`config.mk`:
```
export PLATFORM = sky130hd
export DESIGN_NAME = brpf_ctrl
export DESIGN_NICKNAME = d
export VERILOG_FILES = /design/src/logic/brpf_pkg.sv /design/src/logic/brpf_ctrl.sv
export VERILOG_INCLUDE_DIRS = /design/src /design/src/logic
export SDC_FILE = /design/constraint.sdc
export NUM_CORES = 1
export LEC_CHECK = 0
export ABC_AREA = 1
export BUFFER_PORTS_ARGS = -buffer_cell sky130_fd_sc_hd__buf_2
export CAP_MARGIN = 40
export CORE_UTILIZATION = 45
export DETAILED_ROUTE_END_ITERATION = 10
export PLACE_DENSITY = 0.65
export SETUP_SLACK_MARGIN = 0.5
export SYNTH_ARGS = -nofsm -noshare
export SYNTH_HDL_FRONTEND = slang
export SYNTH_SLANG_ARGS = --single-unit
```
`constraint.sdc`:
```
create_clock -name clk_i -period 9.25 [get_ports clk_i]
set_input_delay 1.3875 -clock clk_i [delete_from_list [all_inputs] [get_ports clk_i]]
set_output_delay 1.3875 -clock clk_i [all_outputs]
set_load 0.005 [all_outputs]
```
`src/logic/brpf_cfg.svh`:
```
// Offsets, field positions, reset values and counts of the prefetch control
`ifndef BRPF_CFG_SVH
`define BRPF_CFG_SVH
`define BRPF_OFS_LINE 8'h0c
`define BRPF_OFS_CTRL 8'h44
`define BRPF_OFS_STAT 8'h48
`define BRPF_LINE_RST 8'h00
`define BRPF_CTRL_RST 8'h06
`define BRPF_CTRL_UP_DIS 0
`define BRPF_CTRL_DN_LINE 1
`define BRPF_CTRL_UP_LINE 2
`define BRPF_CTRL_DN_MPC_LO 4
`define BRPF_CTRL_UP_MPC_LO 6
`define BRPF_MIN_DW 12'h010
`define BRPF_PAGE_DW 12'h400
`define BRPF_ALIGN_DW 12'h010
`define BRPF_POST_DEPTH 3
`endif

```
`src/logic/brpf_pkg.sv`:
```
// Types shared by the read prefetch control block
package brpf_pkg;
    typedef enum logic [3:0] {
        BRPF_CMD_IO_RD = 4'h2,
        BRPF_CMD_MEM_RD = 4'h6,
        BRPF_CMD_CFG_RD = 4'ha,
        BRPF_CMD_MEM_RD_MULT = 4'hc,
        BRPF_CMD_MEM_RD_LINE = 4'he
    } brpf_cmd_t;

    typedef struct packed {
        logic [31:0] addr;
        brpf_cmd_t cmd;
        logic [3:0] be_n;
        logic upstream;
        logic single_dw;
        logic in_pf_range;
    } brpf_req_t;

    typedef struct packed {
        logic [31:0] addr;
        brpf_cmd_t cmd;
        logic upstream;
    } brpf_post_t;

    typedef enum logic [2:0] {
        BRPF_IDLE = 3'b001,
        BRPF_FETCH = 3'b010,
        BRPF_DRAIN = 3'b100
    } brpf_state_t;
endpackage : brpf_pkg

```
`src/logic/brpf_ctrl.sv`:
```
// Read prefetch control for the delayed read path of a bus bridge
`timescale 1ns/1ps
`include "brpf_cfg.svh"

// Functional notes
// - I/O and configuration reads are never prefetched, one Dword only.
// - Non-prefetchable read fetches one Dword with original byte enables.
// - Memory read line and multiple always prefetch, both directions.
// - Plain memory read prefetches by range downstream, by disable upstream.
// - Prefetching may assert all byte enables on the destination bus.
// - Unconsumed prefetched data is dropped when the initiator ends.
// - Count is max prefetch lines times line length plus boundary count.
// - In flow-through, prefetch until end, full FIFO, 4K page, disconnect.
// - Max prefetch below line length limits to first line boundary.
// - Computed prefetch count is never below 16 Dwords.
// - With an empty read buffer, prefetch may exceed the count; here fifo_empty_i is unused and the count holds.
// - Control bits 2 and 1 cleared enable the max prefetch fields.
// - A single Dword read is never prefetched.
// - Single pending request in flow-through ignores max prefetch count.
// - At a boundary stop prefetch, disconnect with the last Dword.
// - Flow-through prefetches to the 4 kB boundary or initiator end.
// - Read and read line stop at line or 16-Dword boundary.
// - Read multiple stops at second line boundary or queue full.
// - Prefetch is limited by free buffer space and boundaries.
// - First phase uses captured enables, later phases all enabled.
// - At most three queued reads per direction, duplicates not posted.
// - Flow-through starts when initiator takes data mid target read.
module brpf_ctrl (
    input wire logic clk_i,
    input wire logic rst_i,
    input wire logic wb_cyc_i,
    input wire logic wb_stb_i,
    input wire logic wb_we_i,
    input wire logic [7:0] wb_adr_i,
    input wire logic [3:0] wb_sel_i,
    input wire logic [31:0] wb_dat_i,
    output logic [31:0] wb_dat_o,
    output logic wb_ack_o,
    input wire logic post_req_i,
    input wire brpf_pkg::brpf_post_t post_i,
    output logic post_ok_o,
    input wire logic retire_i,
    input wire brpf_pkg::brpf_post_t retire_data_i,
    input wire logic start_i,
    input wire brpf_pkg::brpf_req_t req_i,
    output logic busy_o,
    input wire logic single_pending_i,
    output logic tgt_req_o,
    output logic [3:0] tgt_be_n_o,
    output logic tgt_last_o,
    input wire logic tgt_ack_i,
    input wire logic tgt_disc_i,
    input wire logic fifo_full_i,
    input wire logic fifo_empty_i,
    input wire logic init_take_i,
    input wire logic init_end_i,
    output logic init_disc_o,
    output logic discard_o,
    output logic flow_o
);
    import brpf_pkg::*;

    localparam int NPOST = 2 * `BRPF_POST_DEPTH;

    // Dwords from an address up to the next boundary of a power-of-two size
    function automatic logic [11:0] to_bound(input logic [9:0] adw,
                                             input logic [11:0] size);
        logic [11:0] off;
        off = {2'b00, adw} & (size - 12'h001);
        to_bound = size - off;
    endfunction : to_bound

    function automatic logic [11:0] min12(input logic [11:0] a,
                                          input logic [11:0] b);
        min12 = (a < b) ? a : b;
    endfunction : min12

    logic [7:0] line_len;
    logic [7:0] ctrl;
    brpf_state_t state;
    brpf_state_t next_state;
    brpf_req_t cur;
    logic pf;
    logic flow;
    logic [11:0] limit;
    logic [11:0] fetched;
    logic [11:0] delivered;
    logic tgt_over;
    logic [NPOST-1:0] pv;
    brpf_post_t pe [NPOST];

    // Register bus decode; every access is answered one cycle later
    wire bus_req = wb_cyc_i & wb_stb_i & ~wb_ack_o;
    wire wr_line = bus_req & wb_we_i & wb_sel_i[0]
                   & (wb_adr_i == `BRPF_OFS_LINE);
    wire wr_ctrl = bus_req & wb_we_i & wb_sel_i[0]
                   & (wb_adr_i == `BRPF_OFS_CTRL);
    wire [31:0] stat_word = {flow, state, 16'h0000, fetched};
    wire [31:0] rd_word = (wb_adr_i == `BRPF_OFS_LINE) ? {24'h0, line_len} :
                          (wb_adr_i == `BRPF_OFS_CTRL) ? {24'h0, ctrl} :
                          (wb_adr_i == `BRPF_OFS_STAT) ? stat_word : 32'h0;

    // Request classification
    wire is_mrm = req_i.cmd == BRPF_CMD_MEM_RD_MULT;
    wire is_mrl = req_i.cmd == BRPF_CMD_MEM_RD_LINE;
    wire is_mr = req_i.cmd == BRPF_CMD_MEM_RD;
    wire mr_pf = req_i.upstream ? ~ctrl[`BRPF_CTRL_UP_DIS]
                                : req_i.in_pf_range;
    // Only memory reads prefetch; I/O and config fall through as one Dword
    wire req_pf = (is_mrm | is_mrl | (is_mr & mr_pf))
                  & ~req_i.single_dw;

    // Boundary arithmetic on the starting Dword address
    wire [9:0] adw = req_i.addr[11:2];
    wire [11:0] len12 = {4'h0, line_len};
    wire len_ok = (line_len == 8'h01) | (line_len == 8'h02)
                  | (line_len == 8'h04) | (line_len == 8'h08);
    wire [11:0] to_page = to_bound(adw, `BRPF_PAGE_DW);
    wire [11:0] line_boundary_dword_count = len_ok ? to_bound(adw, len12)
        : to_bound(adw, `BRPF_ALIGN_DW);
    // Read multiple with an odd line size runs to the 4 kB page boundary unless the queue fills first
    wire [11:0] tbl_cnt = ~is_mrm ? line_boundary_dword_count
        : len_ok ? line_boundary_dword_count + len12
        : to_page;

    // Max prefetch lines are live only while the line-prefetch bit is clear
    wire line_only = req_i.upstream ? ctrl[`BRPF_CTRL_UP_LINE]
                                    : ctrl[`BRPF_CTRL_DN_LINE];
    wire [1:0] max_prefetch_lines = req_i.upstream
        ? ctrl[`BRPF_CTRL_UP_MPC_LO +: 2]
        : ctrl[`BRPF_CTRL_DN_MPC_LO +: 2];
    // Both operands widened first so the product keeps its upper bits
    wire [11:0] mpc_prod = {10'h000, max_prefetch_lines} * len12;
    wire [11:0] mpc_sum = ({6'h00, max_prefetch_lines} < {4'h0, line_len})
        ? line_boundary_dword_count
        : mpc_prod + line_boundary_dword_count;
    wire [11:0] prefetch_dword_count = (mpc_sum < `BRPF_MIN_DW)
        ? `BRPF_MIN_DW : mpc_sum;
    wire [11:0] pf_cnt = line_only ? tbl_cnt : prefetch_dword_count;
    wire [11:0] new_limit = req_pf ? min12(pf_cnt, to_page) : 12'h001;

    // Stop conditions on the target side
    wire [11:0] cur_page = to_bound(cur.addr[11:2], `BRPF_PAGE_DW);
    wire [11:0] eff_limit = flow ? cur_page : limit;
    wire last_phase = (fetched + 12'h001 >= eff_limit);
    wire tgt_stop = tgt_ack_i & (last_phase | fifo_full_i)
                    | tgt_disc_i | init_end_i;
    wire take_ok = init_take_i & (delivered != fetched);
    wire go_flow = pf & (state == BRPF_FETCH) & take_ok
                   & ~last_phase & single_pending_i;

    // Posting table: a duplicate or a full direction is refused
    logic [NPOST-1:0] hit;
    logic [NPOST-1:0] rhit;
    logic [NPOST-1:0] free;
    logic [2:0] used;
    always_comb begin
        used = 3'h0;
        for (int i = 0; i < NPOST; i++) begin
            hit[i] = pv[i] & (pe[i] == post_i);
            rhit[i] = pv[i] & (pe[i] == retire_data_i);
            free[i] = ~pv[i] & ((i >= `BRPF_POST_DEPTH) == post_i.upstream);
            if (pv[i] && pe[i].upstream == post_i.upstream) begin
                used = used + 3'h1;
            end
        end
    end
    assign post_ok_o = post_req_i & ~|hit
                       & (used < 3'(`BRPF_POST_DEPTH));

    // Lowest free slot of the request's direction
    logic [NPOST-1:0] pick;
    always_comb begin
        pick = '0;
        for (int i = NPOST - 1; i >= 0; i--) begin
            if (free[i]) begin
                pick = '0;
                pick[i] = 1'b1;
            end
        end
    end

    always_ff @(posedge clk_i) begin
        if (rst_i) begin
            pv <= '0;
        end else begin
            pv <= (pv & ~(retire_i ? rhit : '0))
                  | (post_ok_o ? pick : '0);
        end
    end

    always_ff @(posedge clk_i) begin
        for (int i = 0; i < NPOST; i++) begin
            if (post_ok_o && pick[i]) begin
                pe[i] <= post_i;
            end
        end
    end

    // Sequencer next state
    always_comb begin
        next_state = state;
        case (state)
            BRPF_IDLE: begin
                if (start_i) begin
                    next_state = BRPF_FETCH;
                end
            end
            BRPF_FETCH: begin
                if (init_end_i) begin
                    next_state = BRPF_IDLE;
                end else if (tgt_stop) begin
                    next_state = BRPF_DRAIN;
                end
            end
            BRPF_DRAIN: begin
                if (init_end_i || (take_ok && delivered + 12'h001 == fetched))
                begin
                    next_state = BRPF_IDLE;
                end
            end
            default: next_state = BRPF_IDLE;
        endcase
    end

    // Register bus and configuration registers
    always_ff @(posedge clk_i) begin
        if (rst_i) begin
            wb_ack_o <= 1'b0;
            wb_dat_o <= 32'h0;
            line_len <= `BRPF_LINE_RST;
            ctrl <= `BRPF_CTRL_RST;
        end else begin
            wb_ack_o <= bus_req;
            wb_dat_o <= bus_req ? rd_word : 32'h0;
            if (wr_line) begin
                line_len <= wb_dat_i[7:0];
            end
            if (wr_ctrl) begin
                ctrl <= wb_dat_i[7:0];
            end
        end
    end

    // Transaction state; counters restart with every new request
    always_ff @(posedge clk_i) begin
        if (rst_i) begin
            state <= BRPF_IDLE;
            cur <= '0;
            pf <= 1'b0;
            flow <= 1'b0;
            limit <= 12'h000;
            fetched <= 12'h000;
            delivered <= 12'h000;
            tgt_over <= 1'b0;
            discard_o <= 1'b0;
        end else begin
            state <= next_state;
            discard_o <= (state != BRPF_IDLE) & init_end_i
                         & (delivered != fetched | ~tgt_over);
            if (state == BRPF_IDLE && start_i) begin
                cur <= req_i;
                pf <= req_pf;
                limit <= new_limit;
                fetched <= 12'h000;
                delivered <= 12'h000;
                flow <= 1'b0;
                tgt_over <= 1'b0;
            end else begin
                if (state == BRPF_FETCH && tgt_ack_i) begin
                    fetched <= fetched + 12'h001;
                end
                if (take_ok) begin
                    delivered <= delivered + 12'h001;
                end
                if (go_flow) begin
                    flow <= 1'b1;
                end
                if (state == BRPF_FETCH && tgt_stop) begin
                    tgt_over <= 1'b1;
                end
                if (next_state == BRPF_IDLE) begin
                    flow <= 1'b0;
                end
            end
        end
    end

    // Target side: first phase keeps the captured enables, later all on
    assign tgt_req_o = (state == BRPF_FETCH) & ~init_end_i;
    assign tgt_be_n_o = (fetched == 12'h000 || !pf) ? cur.be_n
                        : 4'h0;
    assign tgt_last_o = tgt_req_o & (last_phase | fifo_full_i);
    // Disconnect rides on the final Dword once fetching is over
    assign init_disc_o = take_ok & (state == BRPF_DRAIN)
                         & (delivered + 12'h001 == fetched);
    assign busy_o = state != BRPF_IDLE;
    assign flow_o = flow;
    // A stalled initiator sees an empty buffer; nothing to do but wait
    wire unused_ok = fifo_empty_i;
endmodule : brpf_ctrl

```
==> metrics.cfg, run 1 <==
[layout]
utilization=0.517
design_area_um2=22800
syn_to_final_growth_pct=13.5
seq_area_um2=8590
final_layout_size_suffix_gt1_frac=0.116
fillers=4217
finalNetCount=2797
fin_cells=3181
multi_input_area_um2=9890

[timing]
hold_viol=0
fin_skew_ns=0.0313
finalCriticalPeriod_ns=6.86
setup_viol=0
fmax_mhz=146
fin_ws_ns=2.39
slew-limit-headroom=0.386
rsz0062_at_grt=no
fin_setup_tns_ns=0
drv_slew=0
fin_crit_sh=0.742
whs_ns=0.440
tightest_slew_ns=0.913

[synthesis]
synth_common_cells=nand2_1 (434), inv_1 (320), edfxtp_1 (222)
synth-edff-count=222
yosysMostFrequentCell=nand2_1
synth_seq_cells=318
synth_cell_types=62
synth_top_area_frac=0.332
avgSynthCellArea_um2=8.32
synth_top_area_cell=edfxtp_1
async_flop_share=0
synth_area_leaders=edfxtp_1 (33%), dfxtp_1 (9.6%), nand2_1 (8.1%), inv_1 (6.0%), xor2_1 (5.2%)
postSynthCellCount=2414
synthFlopType=edfxtp_1
syn-cell-area_um2=20100
ys_seq_area_frac=0.428
yosys_warnings=0

[clocking]
cts_sinks=318
h-tree-depth=2
post_cts_buffers=0
clk_pin_slew_worst_paths_ns=0.06
numCtsBuffers=38
cts_root_buf=clkbuf_16
clock_latency_ns=0.57
cts_tree=built
ctsResizeCount=0
clockBufferDepth=3
hold_buffers=0

[critical_path]
worstSetupPathType=flop to flop
critPathRequiredTime_ns=9.76
crit_path_start_kind=flop
endpoint_kind=flop
slowest_delay_ns=0.49
critPathArrivalTime_ns=7.37
worst_path_max_delay_cell=o21ai_0
crit_top_cell=nand2_1
path_max_fanout=28
reg2reg_slack_ns=2.39

[die]
fp.dieArea_um2=45500
die_width_um=213
die_y_um=213
core-area_um2=44100
io_pins=220
rows=77
initial_core_util=0.455

[hold_path]
min_path_type=flop to flop

[global_route]
grt_overflow=0
grt_usage=0.289
grt_start_max_net_pins=38
antenna_found_initial=5
grt_pass1_vias=17359
grt_pass1_wl_mm=99.9

[run]
drv_cap=0

[place]
place_congestion=0.962
dpl_worst_slack_ns=1.96
dp_hpwl_mm=49.7
place_area_um2=21400
portBuffers=153
placedCellCount=3107

[detailed_routing]
firstDrtPassIters=7
drt_iter0_drc=1703
ant_nets=0
drc_errors=0
via_count=18225
vias_per_cell=5.73
wirelength_mm=65.4
routedWlPerCell_um=20.5

[pwr]
powerDensity_nw_per_um2=163
cellLeakagePower_nw=9.51
total_power_mw=3.72
ir_worst_vdd_mv=0.129

[run_status]
status=completed

metal layers:
layer	vias up	routed length (um)	global-route usage
li1	8633	-	-
met3	176	5420	0.0566
met5	-	36	0
met2	863	30400	0.477
met4	6	3190	0.132
met1	8547	26400	0.366
state kept, by name, indices dropped and copies added, names as in the netlist:
signal and cells:
cur 14, limit 12, pe 222, pv 6
delivered 12, wb_ack_o 1, ctrl 8, line_len 8
flow_o 1, pf 1, wb_dat_o 16, tgt_over 1
fetched 12, discard_o 1, state 3
report_power, final:
| group | total (mW) | internal (mW) | switching, mW | leakage [nW] |
|---|---|---|---|---|
| clock | 1.61 | 0.990 | 0.622 | 0.657 |
| sequential | 1.62 | 1.57 | 0.0418 | 2.81 |
| combinational | 0.496 | 0.165 | 0.331 | 6.05 |
critical path, delay by kind of cell, from the launching register on:
kind / cells / cell delay (ns)
AO/OA/AOI/OAI: 11 / 2.04
adder cells (fa/ha/maj): 5 / 1.67
buffers and inverters: 6 / 1.27
AND/OR/NAND/NOR: 13 / 1.19
flip-flops: 1 / 0.40
XOR/XNOR: 1 / 0.19
cell families after synthesis:
family          Yosys count  share of synthesized area
mux                       3                    0.00162
buf+inv                 425                     0.0832
compound gates          492                      0.154
flops                   318                      0.428
fa+ha+maj                66                     0.0445
other cells               1                   0.000187
simple gates            917                      0.205
xor+xnor                192                     0.0837
area by class of cell:
cell class | count | area share
Multi-Input combinational cell | 1686 | 0.434
Sequential cell | 318 | 0.377
Inverter | 343 | 0.0565
Clock buffer | 48 | 0.0452
Timing Repair Buffer | 168 | 0.0413
Tap cell | 592 | 0.0325
Clock inverter | 22 | 0.0137
Antenna cell | 4 | 0.000439
worst paths after layout:
| kind | startpoint | to | cells past startpoint |
|---|---|---|---|
| worst min-delay path | limit[11] | limit[11] | 2 |
| worst max-delay path | line_len[1] | limit[10] | 36 |
| worst min register to register | limit[11] | limit[11] | 2 |
| worst max register to register | line_len[1] | limit[10] | 36 |
cells in the final DEF (no fill, tap or decap), types with 6 or more instances in the layout:
master and instances:
a2111oi_0 9, a211oi_1 15, a21oi_1 107, a221oi_1 35, buf_2 153, buf_4 9, bufinv_16 7, clkbuf_1 7
clkbuf_16 39, clkinv_1 22, clkinv_2 6, conb_1 16, dfxtp_1 96, edfxtp_1 222, fa_1 9, ha_1 57
inv_1 315, inv_2 11, nand2_1 434, nand2_2 7, nand3_1 103, nand3b_1 7, nand4_1 47, nor2_1 164
nor2_2 7, nor3_1 47, nor4_1 39, o2111ai_1 34, o211ai_1 15, o21a_1 6, o21ai_0 141, o221ai_1 13
o22ai_1 79, or2_2 38, or4_1 7, xnor2_1 72, xor2_1 120
Note: power is estimated with default switching activity, not from simulation.
==> inputs of run 2 (changes only) <==
- PLACE_DENSITY: 0.65 -> 0.67
- clock period: 9.25 -> 6.1 ns (I/O delays scaled with it)
==> run 2 against run 1 <==
Via count is 2.7% higher; die area stayed put; sequential power is 51% higher; wire length is 0.47% higher; total power is 44% higher; hold slack better by 0.0073 ns; largest cell class unchanged; critical path type is now input pin to output pin; combinational power is 61% higher; non-clock buffer count is 51 higher; clock skew is 0.00065 ns higher; highest routed layer unchanged; count of clock-buffer cells in the layout stayed put; critical path depth is 14 lower; worst setup slack worse by 1.7 ns.
==> metrics.cfg, run 2 (synthesis results as in run 1) <==
[critical_path]
slowest_delay_ns=0.32
rr_startpoint=line_len[0]
path_buf_inv=7
timing.rr.end=limit[8]
crit_top_cell=ha_1
critPathRequiredTime_ns=5.18
r2r_cells=42
crit_path_start_kind=input pin
crit_chain=buf_6 > clkinvlp_4 > buf_4 > nor2_1 > nor3_2 > ha_1 > or2_2 > nand2_2 > inv_1 > ha_1 > mux2_2 > ha_1 > mux2_2 > ha_1 > nand2_1 > xnor2_1 > xor2_1 > o21ai_0 > inv_1 > nand3_1 > inv_2 > buf_2
critPathArrivalTime_ns=4.52
path_max_fanout=12
worst_path_max_delay_cell=or2_2
reg2reg_slack_ns=0.77
endpoint_kind=output pin
worstSetupPathType=input pin to output pin
critPathTopFamily=adder cells

[place]
place_congestion=0.969
place_area_um2=21600
dp_hpwl_mm=49.3
placedCellCount=3135
dpl_worst_slack_ns=-0.0893
portBuffers=153

[layout]
syn_to_final_growth_pct=16.3
layout_commonest_cell=nand2_1
top_regs=pe (222), wb_dat_o (16), cur (14)
fin_cells=3233
finalNetCount=2848
largest_reg_flops=222
fillers=4140
utilization=0.530
multi_input_area_um2=10300
design_area_um2=23400
seq_area_um2=8600
final_cell_mix=nand2_1 (412), inv_1 (305), edfxtp_1 (222), nor2_1 (163), buf_2 (153)
final_layout_size_suffix_gt1_frac=0.162
max_flop_register=pe

[pwr]
powerDensity_nw_per_um2=230
cellLeakagePower_nw=9.78
ir_worst_vdd_mv=0.222

[timing]
tightest_slew_ns=0.923
drv_slew=0
rsz0062_at_grt=yes
hold_viol=0
whs_ns=0.447
fin_skew_ns=0.0319
fmax_mhz=184
finalCriticalPeriod_ns=5.44
slew-limit-headroom=0.379
setup_viol=0
fin_crit_sh=0.891
fin_ws_ns=0.663

[die]
fp.dieArea_um2=45500
io_pins=220
rows=77
die_y_um=213
initial_core_util=0.455
core-area_um2=44100
die_width_um=213

[detailed_routing]
drt_iter0_drc=1933
wirelength_mm=65.7
via_count=18721
drc_errors=0
routedWlPerCell_um=20.3
ant_nets=0
vias_per_cell=5.79
firstDrtPassIters=6

[clocking]
clock_latency_ns=0.57
h-tree-depth=2
numCtsBuffers=37
cts_tree=built
hold_buffers=0
cts_sinks=318
clockBufferDepth=3
clk_pin_slew_worst_paths_ns=0.06
cts_root_buf=clkbuf_16

[hold_path]
whs_path_depth=2
hold_start=limit[11]
min_path_type=flop to flop
holdPathEnd=limit[11]

[global_route]
grt_overflow=0
grt_usage=0.286
grt_pass1_vias=17654
grt_pass1_wl_mm=99.2
grt_start_max_net_pins=38
antenna_found_initial=6

[run]
drv_cap=0

[run_status]
status=completed

[run 2: final cells by class]
class	instances	area share
diodes	7	0.000750
clock buffers	48	0.0431
clock inverters	19	0.00546
inverters	343	0.0559
multi-input cells	1687	0.439
flip-flops and latches	318	0.368
well taps	592	0.0317
repair buffers	219	0.0560
[run 2: how the worst max path moves through the flow]
stage / end / slack [ns] / cells after the start / start
after global routing: limit[1] / 0.38 / 33 / line_len[0]
after global placement: limit[0] / -0.06 / 39 / req_i[14]
final: post_ok_o / 0.66 / 22 / post_i[0]
after detailed placement: limit[8] / -0.09 / 39 / req_i[14]
after floorplan: limit[9] / 0.56 / 34 / req_i[14]
after CTS: limit[8] / 0.51 / 39 / req_i[14]
[run 2: worst register-to-register path: cells and delay by family (launching register included)]
kind | cells | cell delay [ns]
AND/OR/NAND/NOR | 23 | 2.07
AO/OA/AOI/OAI | 9 | 1.18
adder cells (fa/ha/maj) | 4 | 1.15
buffers and inverters | 6 | 0.52
flip-flops | 1 | 0.33
[run 2: per-stage QoR]
| stage | power (mW) | TNS (ns) |
|---|---|---|
| CTS | 5.36 | 0 |
| finish | 5.38 | 0 |
| floorplan | 2.97 | 0 |
| detailed placement | 3.24 | -0.826 |
| global placement | 3.22 | -0.440 |
| global route | 5.57 | 0 |
[run 2: what timing repair did]
item | 4_1_cts | 5_1_grt
endpoints found under the hold margin | 0 | 0
gates resized for setup | 6 | 105
cloned | 0 | 2
buffers inserted | 5 | 16
pin swaps | 1 | 34
setup endpoints to repair | 12 | 12
[run 2: routing by layer]
| metal | GRT usage | routed length (um) |
|---|---|---|
| met1 | 0.361 | 26100 |
| met2 | 0.473 | 30700 |
| met3 | 0.0546 | 5980 |
| met4 | 0.129 | 2890 |
| met5 | 0 | 34 |
[run 2: power by group]
| group | leakage (nW) | total [mW] | internal [mW] | switching (mW) |
|---|---|---|---|---|
| sequential | 2.81 | 2.45 | 2.39 | 0.0633 |
| clock | 0.569 | 2.13 | 1.21 | 0.922 |
| combinational | 6.39 | 0.797 | 0.280 | 0.517 |
